File: config.mk
export PLATFORM = sky130hd
export DESIGN_NAME = smbus_rx_length_fifo_count
export DESIGN_NICKNAME = d
export VERILOG_FILES = /design/src/shared/smbus_rx_pkg.sv /design/src/rtl/smbus_rx_length_fifo_count.sv
export SDC_FILE = /design/constraint.sdc
export NUM_CORES = 1
export LEC_CHECK = 0
export BUFFER_PORTS_ARGS = -buffer_cell sky130_fd_sc_hd__buf_2
export CORE_ASPECT_RATIO = 1.5
export CORE_MARGIN = 2
export CORE_UTILIZATION = 43
export DETAILED_ROUTE_END_ITERATION = 8
export HOLD_SLACK_MARGIN = 0.1
export PLACE_DENSITY = 0.76
export SYNTH_ARGS = -nofsm -noshare
export SYNTH_HDL_FRONTEND = slang
export SYNTH_SLANG_ARGS = --single-unit
File: constraint.sdc
create_clock -name i_clk -period 2.25 [get_ports i_clk]
set_input_delay 0.3375 -clock i_clk [delete_from_list [all_inputs] [get_ports i_clk]]
set_output_delay 0.3375 -clock i_clk [all_outputs]
set_load 0.005 [all_outputs]
File: src/shared/smbus_rx_pkg.sv
// Purpose: Shared constants for the SMBus receive-length block
// Assumes: Special-function register port with 8-bit addresses and data
// Notes: Fill count bits report occupancy of the receive and transmit buffers
package smbus_rx_pkg;

  // ----------------------------------------
  // Register map
  // ----------------------------------------
  localparam logic [7:0] RX_LEN_ADDR = 8'hC5;
  localparam logic [7:0] FILL_COUNT_ADDR = 8'hEF;
  localparam logic [7:0] RX_LEN_RESET = 8'h00;
  localparam logic [7:0] FILL_COUNT_RESET = 8'h00;
  localparam int TX_FILL_POS = 4;
  localparam int RX_FILL_POS = 0;

  // ----------------------------------------
  // Link and buffer sizes
  // ----------------------------------------
  localparam logic [3:0] BYTE_BITS = 4'h8;
  localparam logic [1:0] RX_DEPTH = 2'h2;

  typedef enum logic [1:0]
  {
    ST_DATA = 2'b00,
    ST_ACK_LOW = 2'b01,
    ST_ACK_HIGH = 2'b10
  } link_state_e;

endpackage

File: src/rtl/smbus_rx_length_fifo_count.sv
// Purpose: Receive-length counting, stall control and fill count reporting
// Assumes: SCL and SDA arrive asynchronously; byte framing is given by i_rx_active
// Notes: Operation
// Operation
// RULE_01 - Master hw-ack mode uses programmed receive length
// RULE_02 - Count above zero: keep reading and acknowledging
// RULE_03 - Master mode decrements count, stops at zero
// RULE_04 - Byte at zero count: set flag, stall
// RULE_05 - Final byte acknowledged per acknowledge control bit
// RULE_06 - Slave, zero count: stall after every byte
// RULE_07 - Slave, nonzero count: buffer bytes freely
// RULE_08 - Slave mode never decrements the count
// RULE_09 - Firmware changes count only while stalled
// RULE_10 - Read-only fill count, reserved bits zero
// RULE_11 - Threshold request while count exceeds threshold
// RULE_12 - Empty flag while receive buffer empty
`timescale 1ns/100ps
module smbus_rx_length_fifo_count
  import smbus_rx_pkg::*;
(
  input wire logic i_clk,
  input wire logic i_reset_n,
  input wire logic [7:0] i_sfr_addr,
  input wire logic [7:0] i_sfr_wdata,
  input wire logic i_sfr_wr,
  input wire logic i_sfr_rd,
  output logic [7:0] o_sfr_rdata,
  input wire logic i_master_mode,
  input wire logic i_hw_ack_enable,
  input wire logic i_ack_bit,
  input wire logic i_si_clear,
  input wire logic [1:0] i_rx_threshold,
  input wire logic i_tx_fill_count,
  input wire logic i_rx_active,
  input wire logic i_scl,
  input wire logic i_sda,
  output logic o_scl_out,
  output logic o_scl_oe_n,
  output logic o_sda_out,
  output logic o_sda_oe_n,
  output logic o_si,
  input wire logic i_rx_pop,
  output logic o_rx_valid,
  output logic [7:0] o_rx_data,
  output logic o_rx_threshold_request,
  output logic o_rx_empty_flag
);

  // ----------------------------------------
  // Pin synchronisers
  // ----------------------------------------
  logic [2:0] scl_sync_reg;
  logic [2:0] sda_sync_reg;
  logic scl_filt_reg;
  logic sda_filt_reg;
  logic scl_rise;
  logic scl_fall;

  // Edges count only once stages two and three agree
  assign scl_rise = (scl_sync_reg[1] == scl_sync_reg[2]) && scl_sync_reg[2] && !scl_filt_reg;
  assign scl_fall = (scl_sync_reg[1] == scl_sync_reg[2]) && !scl_sync_reg[2] && scl_filt_reg;

  // Sync flops reset high, as an idle bus reads
  always_ff @(posedge i_clk or negedge i_reset_n)
  begin
    if (!i_reset_n)
    begin
      scl_sync_reg <= 3'h7;
      sda_sync_reg <= 3'h7;
      scl_filt_reg <= 1'b1;
      sda_filt_reg <= 1'b1;
    end
    else
    begin
      scl_sync_reg <= {scl_sync_reg[1:0], i_scl};
      sda_sync_reg <= {sda_sync_reg[1:0], i_sda};
      if (scl_sync_reg[1] == scl_sync_reg[2])
      begin
        scl_filt_reg <= scl_sync_reg[2];
      end
      if (sda_sync_reg[1] == sda_sync_reg[2])
      begin
        sda_filt_reg <= sda_sync_reg[2];
      end
    end
  end

  // ----------------------------------------
  // Link, length counter and flags
  // ----------------------------------------
  link_state_e state_reg, state_next;
  logic [3:0] bit_cnt_reg, bit_cnt_next;
  logic [7:0] shift_reg, shift_next;
  logic [7:0] rx_len_reg, rx_len_next;
  logic ack_reg, ack_next;
  logic hold_reg, hold_next;
  logic pend_reg, pend_next;
  logic si_reg, si_next;
  logic scl_oe_n_reg, scl_oe_n_next;
  logic sda_oe_n_reg, sda_oe_n_next;
  logic byte_done;
  logic counting;
  logic eff_zero;
  logic len_wr;
  logic push;
  logic [1:0] count_reg;

  assign byte_done = (state_reg == ST_DATA) && scl_rise && (bit_cnt_reg == BYTE_BITS - 4'h1);
  assign counting = i_master_mode && i_hw_ack_enable; // see RULE_01
  // Master without hardware ack behaves as a zero count: stall on every byte
  assign eff_zero = (rx_len_reg == 8'h00) || (i_master_mode && !i_hw_ack_enable);
  assign len_wr = i_sfr_wr && (i_sfr_addr == RX_LEN_ADDR);
  // A stall holds the byte until the buffer has room, so nothing is dropped
  assign push = pend_reg && (count_reg != RX_DEPTH);

  always_comb
  begin
    state_next = state_reg;
    bit_cnt_next = bit_cnt_reg;
    shift_next = shift_reg;
    rx_len_next = rx_len_reg;
    ack_next = ack_reg;
    hold_next = hold_reg;
    pend_next = pend_reg && !push;
    si_next = si_reg && !i_si_clear;
    // Firmware should only write while stalled; a write still takes effect
    if (len_wr)
    begin
      rx_len_next = i_sfr_wdata; // see RULE_09
    end
    if (!i_rx_active)
    begin
      state_next = ST_DATA;
      bit_cnt_next = 4'h0;
      hold_next = 1'b0;
    end
    else
    begin
      unique case (state_reg)
        ST_DATA:
        begin
          if (scl_rise)
          begin
            shift_next = {shift_reg[6:0], sda_filt_reg};
            bit_cnt_next = bit_cnt_reg + 4'h1;
          end
          if (byte_done)
          begin
            pend_next = 1'b1;
            if (eff_zero)
            begin
              si_next = 1'b1; // see RULE_04
              hold_next = 1'b1; // see RULE_06
              ack_next = i_ack_bit; // see RULE_05
            end
            else
            begin
              hold_next = 1'b0; // see RULE_07
              ack_next = 1'b1; // see RULE_02
              if (counting && !len_wr)
              begin
                rx_len_next = rx_len_reg - 8'h01; // see RULE_03
              end
            end
          end
          else if (scl_fall && (bit_cnt_reg == BYTE_BITS))
          begin
            state_next = ST_ACK_LOW;
          end
        end
        ST_ACK_LOW:
        begin
          if (scl_rise)
          begin
            state_next = ST_ACK_HIGH;
          end
        end
        ST_ACK_HIGH:
        begin
          if (scl_fall)
          begin
            state_next = ST_DATA;
            bit_cnt_next = 4'h0;
            hold_next = 1'b0;
          end
        end
        default:
        begin
          state_next = ST_DATA;
        end
      endcase
    end
    // Clock held low while the byte waits or the zero-count stall stands
    scl_oe_n_next = !((state_next == ST_ACK_LOW) &&
                      (pend_next || (hold_next && si_next))); // see RULE_06
    sda_oe_n_next = !((state_next != ST_DATA) && ack_next);
  end

  always_ff @(posedge i_clk or negedge i_reset_n)
  begin
    if (!i_reset_n)
    begin
      state_reg <= ST_DATA;
      bit_cnt_reg <= 4'h0;
      shift_reg <= 8'h00;
      rx_len_reg <= RX_LEN_RESET;
      ack_reg <= 1'b0;
      hold_reg <= 1'b0;
      pend_reg <= 1'b0;
      si_reg <= 1'b0;
      scl_oe_n_reg <= 1'b1;
      sda_oe_n_reg <= 1'b1;
    end
    else
    begin
      state_reg <= state_next;
      bit_cnt_reg <= bit_cnt_next;
      shift_reg <= shift_next;
      rx_len_reg <= rx_len_next;
      ack_reg <= ack_next;
      hold_reg <= hold_next;
      pend_reg <= pend_next;
      si_reg <= si_next;
      scl_oe_n_reg <= scl_oe_n_next;
      sda_oe_n_reg <= sda_oe_n_next;
    end
  end

  // ----------------------------------------
  // Two-entry receive buffer
  // ----------------------------------------
  logic [7:0] mem_reg [RX_DEPTH];
  logic [7:0] mem_next [RX_DEPTH];
  logic [1:0] count_next;
  logic pop;
  logic rx_threshold_request_reg;
  logic valid_reg;
  logic empty_reg;

  assign pop = i_rx_pop && (count_reg != 2'h0);

  // Entry zero is always the head, so the data port is a flop
  always_comb
  begin
    mem_next = mem_reg;
    count_next = count_reg;
    if (pop)
    begin
      mem_next[0] = mem_reg[1];
      count_next = count_next - 2'h1;
    end
    if (push)
    begin
      mem_next[count_next[0]] = shift_reg;
      count_next = count_next + 2'h1;
    end
  end

  always_ff @(posedge i_clk or negedge i_reset_n)
  begin
    if (!i_reset_n)
    begin
      mem_reg[0] <= 8'h00;
      mem_reg[1] <= 8'h00;
      count_reg <= 2'h0;
      rx_threshold_request_reg <= 1'b0;
      valid_reg <= 1'b0;
      empty_reg <= 1'b1;
    end
    else
    begin
      mem_reg <= mem_next;
      count_reg <= count_next;
      valid_reg <= (count_next != 2'h0);
      empty_reg <= (count_next == 2'h0); // see RULE_12
      rx_threshold_request_reg <= (count_next > i_rx_threshold); // see RULE_11
    end
  end

  // ----------------------------------------
  // Register read port
  // ----------------------------------------
  logic [7:0] rdata_reg, rdata_next;
  logic [7:0] fill_val;

  // One-bit fields report whether each buffer holds anything
  always_comb
  begin
    fill_val = FILL_COUNT_RESET;
    fill_val[TX_FILL_POS] = i_tx_fill_count; // see RULE_10
    fill_val[RX_FILL_POS] = (count_reg != 2'h0); // see RULE_10
    rdata_next = rdata_reg;
    if (i_sfr_rd)
    begin
      rdata_next = 8'h00;
      if (i_sfr_addr == RX_LEN_ADDR)
      begin
        rdata_next = rx_len_reg;
      end
      else if (i_sfr_addr == FILL_COUNT_ADDR)
      begin
        rdata_next = fill_val;
      end
    end
  end

  always_ff @(posedge i_clk or negedge i_reset_n)
  begin
    if (!i_reset_n)
    begin
      rdata_reg <= 8'h00;
    end
    else
    begin
      rdata_reg <= rdata_next;
    end
  end

  // Outputs
  assign o_sfr_rdata = rdata_reg;
  assign o_scl_out = 1'b0;
  assign o_sda_out = 1'b0;
  assign o_scl_oe_n = scl_oe_n_reg;
  assign o_sda_oe_n = sda_oe_n_reg;
  assign o_si = si_reg;
  assign o_rx_valid = valid_reg;
  assign o_rx_data = mem_reg[0];
  assign o_rx_threshold_request = rx_threshold_request_reg;
  assign o_rx_empty_flag = empty_reg; // see RULE_12

  // ----------------------------------------
  // Checks
  // ----------------------------------------
  AST_ACK_COUNTED: assert property (@(posedge i_clk) disable iff (!i_reset_n) // see RULE_02
    byte_done && counting && rx_len_reg != 8'h00 |=> ack_reg)
    else $error("counted byte not acknowledged");
  AST_DECREMENT: assert property (@(posedge i_clk) disable iff (!i_reset_n) // see RULE_03
    byte_done && counting && rx_len_reg != 8'h00 && !len_wr
    |=> rx_len_reg == $past(rx_len_reg) - 8'h01)
    else $error("length not decremented");
  AST_ZERO_STAYS: assert property (@(posedge i_clk) disable iff (!i_reset_n) // see RULE_03
    rx_len_reg == 8'h00 && !len_wr |=> rx_len_reg == 8'h00)
    else $error("length left zero");
  AST_SI_ON_ZERO: assert property (@(posedge i_clk) disable iff (!i_reset_n) // see RULE_04
    byte_done && eff_zero |=> si_reg && hold_reg)
    else $error("zero count did not flag");
  AST_NAK_ZERO: assert property (@(posedge i_clk) disable iff (!i_reset_n) // see RULE_05
    byte_done && eff_zero && !i_ack_bit |=> !ack_reg ##0 (o_sda_oe_n [*2]))
    else $error("final byte not refused");
  AST_STALL: assert property (@(posedge i_clk) disable iff (!i_reset_n) // see RULE_06
    state_reg == ST_ACK_LOW && hold_reg && si_reg && !i_si_clear && i_rx_active
    |=> !o_scl_oe_n)
    else $error("bus not stalled");
  AST_SLAVE_FREE: assert property (@(posedge i_clk) disable iff (!i_reset_n) // see RULE_07
    byte_done && !i_master_mode && rx_len_reg != 8'h00 |=> !hold_reg)
    else $error("slave stalled on nonzero");
  AST_SLAVE_NODEC: assert property (@(posedge i_clk) disable iff (!i_reset_n) // see RULE_08
    byte_done && !i_master_mode && !len_wr |=> $stable(rx_len_reg))
    else $error("slave changed length");
  AST_RESERVED: assert property (@(posedge i_clk) disable iff (!i_reset_n) // see RULE_10
    i_sfr_rd && i_sfr_addr == FILL_COUNT_ADDR
    |=> o_sfr_rdata[7:5] == 3'h0 && o_sfr_rdata[3:1] == 3'h0)
    else $error("reserved bits set");

endmodule // smbus_rx_length_fifo_count

Yosys cells after proc, flatten, opt, wreduce, memory -nomap -nowiden
Index checks and enable logic that the tools add are counted.

Eq/ne operators: 13. Reduce and logical (&&, ||, !) cells: 37. Multiplexer cells: 41. Order comparisons: 3. Bitwise gates (word level): 1. Add/sub/neg operators: 4.

Operator list (count): $mux 8 (9); $logic_and 1x1->1 (19); $bwmux 16 (1); $eq 8x8->1 const B (2); $mux 16 (1); $mux 1 (15); $mux 2 (7); $mux 4 (3); $demux 8 s1 (1); $logic_not 1->1 (8); $logic_not 8->1 (1); $pmux 4 s2 (1); $sub 8x1->8 const B (1); $ne 3x3->1 const B (2); $pmux 2 s3 (1); $reduce_and 3->1 (2); $reduce_bool 2->1 (3); $mux 5 (1); $add 4x1->4 const B (1); $eq 2x1->1 const B (2); $eq 4x3->1 const B (1); $eq 4x4->1 const B (1); $logic_not 2->1 (2); $ne 3x1->1 const B (1); other kinds (11) (13).

Input port bits: 31. Output and inout bits: 24. Logic and storage cells: 120. Bits in registers: 65.

Logic depth before layout (Yosys ltp)
Depth in word-level cells: 12. Mapped depth: 11. Gate-level depth less buffers: 10.

Worst setup path before layout
Ideal clock, no wire load.

Path type: register to register. Start: register count_reg[0]. End: register with a tool-made name. Path slack: 0.238 ns. Cell stages (with the launch flop): 9. Buffers on the path: 2. Setup time: 0.125 ns. Required time: 2.125 ns. Arrival time: 1.888 ns. Period minus slack after synthesis: 2.012 ns. Cell sequence: dfrtp_1 inv_1 ha_1 nand2b_1 buf_2 xnor2_1 ha_1 clkbuf_1 mux2_2.

RTL lines: start, declared (RTL line smbus_rx_length_fifo_count.sv:106) `logic [1:0] count_reg;`; start signal, assigned (RTL line smbus_rx_length_fifo_count.sv:273) `count_reg <= count_next;`.

==> run_results.csv <==
group,metric,value,unit
global_route,first_global_vias,2341,
routing,drtAntennaViolNets,0,
synthesis,synth_top_area_cell,"dfrtp_1",
sta,finalSetupTns,0,ns
sta,fin_ws,0.206,ns
cells_and_area,multi_input_area,1330,um^2
routing,wl_per_cell,13.6,um
die,initial_core_util,0.440,
die,placementRows,38,
routing,routed.top_layer,"met4",
clocking,worstSkewPairLatency,0.34,ns
routing,dr_total_vias,2289,
synthesis,synth-edff-count,0,
sta,rsz0062_at_grt,"no",
sta,post-route-min-period,2.04,ns
global_route,grt_max_degree,39,
die,die_x,74.0,um
routing,drt-met1-wl,2640,um
clocking,cts_tree,"done",
routing,dr.pass1.iters,4,
sta,maxSlewViolCount,0,
setup_path,start_kind,"register",
synthesis,netlist.area_leader.share,0.427,
sta,holdWs,0.210,ns
clocking,ctsResizeCount,0,
global_route,overflow,0,
setup_path,r2r_cells,6,
status,outcome,"complete, no violations",
pwr,cellLeakagePower,1.84,nW
sta,hold_viol,0,
routing,wl,6070,um
routing,drt_iter0_drc,113,
cells_and_area,nets,383,
sta,period_share,0.908,
synthesis,seq_area_frac_synth,0.519,
placement,portBuffers,52,
clocking,htree_levels,3,
die,chipHeight,109,um
routing,wl_met3,213,um
worst_hold_path,hold_class,"in2reg",
synthesis,avgSynthCellArea,10.9,um^2
job,drv_cap,0,
synthesis,synthCells,290,
sta,fmax,489,MHz
synthesis,ys_types,57,
sta,fin_skew,0.00596,ns
synthesis,yosysMostFrequentCell,"dfrtp_1",
setup_path,path_class,"reg2reg",
synthesis,synthFlopType,"dfrtp_1",
placement,dp_hpwl,4530,um
synthesis,netlist_top_cells_count,"dfrtp_1 (54), nand2_1 (34), mux2_2 (24), inv_1 (19), nor2_1 (13)",
setup_path,end_kind,"register",
routing,vias_per_cell,5.13,
worst_hold_path,hold_depth,3,
clocking,clkTransAtPathRegs,0.07,ns
clocking,cts_setup_buffers,0,
sta,setup_viol,0,
pwr,vdd_drop_max,0.000358,V
synthesis,synthArstFlopShare,1.00,
setup_path,crit_fanout,8,
global_route,grt_pass1_wl,10500,um
synthesis,syn_area,3160,um^2
cells_and_area,antenna_cells,0,
cells_and_area,n_fill_cell,664,
global_route,grt_use_total,0.172,
placement,gp_congestion,0.864,
cells_and_area,drive_above_1_share,0.335,
synthesis,synthTopCellsByArea,"dfrtp_1 (43%), dfstp_2 (9.1%), mux2_2 (8.5%)",
routing,drc,0,
routing,wl_met2,3070,um
die,dieArea,8070,um^2
setup_path,arrival,2.27,ns
cells_and_area,seqCellArea,1640,um^2
die,core-area,7180,um^2
clocking,numCtsBuffers,9,
setup_path,cp.required,2.48,ns
clocking,cts_sinks,65,
clocking,hold_buffers,3,
synthesis,ys_ff_latch,65,
global_route,antenna_found_initial,0,
clocking,clk_path_buf_depth,2,
die,io_pins,55,
clocking,cts_root_buffer,"clkbuf_8",
cells_and_area,syn_to_final_growth,16.7,%
placement,dp_slack,0.218,ns
synthesis,ys.warnings.count,0,
cells_and_area,final_util,0.514,
pwr,powerDensity,762,nW/um^2
==> worst max-delay path, stage by stage (launching register included) <==
cell	delay, ns
dfrtp_1	0.41
inv_1	0.09
ha_1	0.21
nand2b_1	0.20
xnor2_1	0.20
ha_1	0.41
mux2_2	0.39
==> placed cells by master, fill, tap and decap left out, drive strengths merged, types with 6 or more instances in the layout <==
| cell | synthesis | final |
|---|---|---|
| a22o | 9 | 9 |
| a31oi | 6 | 6 |
| buf | 15 | 57 |
| clkbuf | 6 | 11 |
| dfrtp | 54 | 54 |
| dfstp | 11 | 11 |
| ha | 11 | 11 |
| inv | 19 | 19 |
| mux2 | 24 | 24 |
| nand2 | 34 | 34 |
| nand2b | 7 | 7 |
| nand3 | 7 | 7 |
| nor2 | 13 | 13 |
| o21ai | 10 | 10 |
==> cells by family (layout without fill, tap and decap cells) <==
logic type      after synthesis  in the layout  share of synthesized area
simple gates                 97             97                      0.165
flops                        65             65                      0.519
compound gates               46             46                      0.106
buf+inv                      40             95                     0.0621
mux                          26             26                     0.0918
fa+ha+maj                    12             12                     0.0467
xor+xnor                      3              3                    0.00831
other cells                   1              2                    0.00119
==> report_power, final <==
part	internal (mW)	leakage, nW	switching (mW)
sequential	1.28	0.842	0.0775
clock	0.538	0.0953	0.441
combinational	0.216	0.899	0.255
total	2.04	1.84	0.773
==> final cells by class <==
class | count | area share
Inverter | 19 | 0.0193
Timing Repair Buffer | 60 | 0.0888
Clock inverter | 5 | 0.0149
Multi-Input combinational cell | 186 | 0.360
Sequential cell | 65 | 0.445
Clock buffer | 11 | 0.0383
Tap cell | 100 | 0.0339
==> metrics by stage <==
step / std cells / area [um^2] / total power, mW
floorplan: 291 / 3170 / 1.68
detailed placement: 427 / 3460 / 1.85
CTS: 446 / 3690 / 2.84
global route: 446 / 3690 / 2.97
global placement: 427 / 3460 / 1.81
finish: 446 / 3690 / 2.81
==> worst paths after layout <==
check | start | endpoint | slack, ns
setup / recovery | count_reg[0] | register | 0.21
hold / removal | i_sfr_wdata[3] | rx_len_reg[3] | 0.21
setup reg to reg | count_reg[0] | register | 0.21
hold reg to reg | sda_sync_reg[0] | sda_sync_reg[1] | 0.36
max in group asynchronous | i_reset_n | sda_sync_reg[1] | 1.31
min in group asynchronous | i_reset_n | o_rx_valid | 0.53
==> routing by layer <==
| layer | up-vias | GRT usage |
|---|---|---|
| met4 | 0 | 0.103 |
| met3 | 11 | 0.0397 |
| li1 | 1111 | - |
| met5 | - | 0 |
| met1 | 1109 | 0.210 |
| met2 | 58 | 0.273 |
No activity file was read; power rests on OpenSTA's default activity.
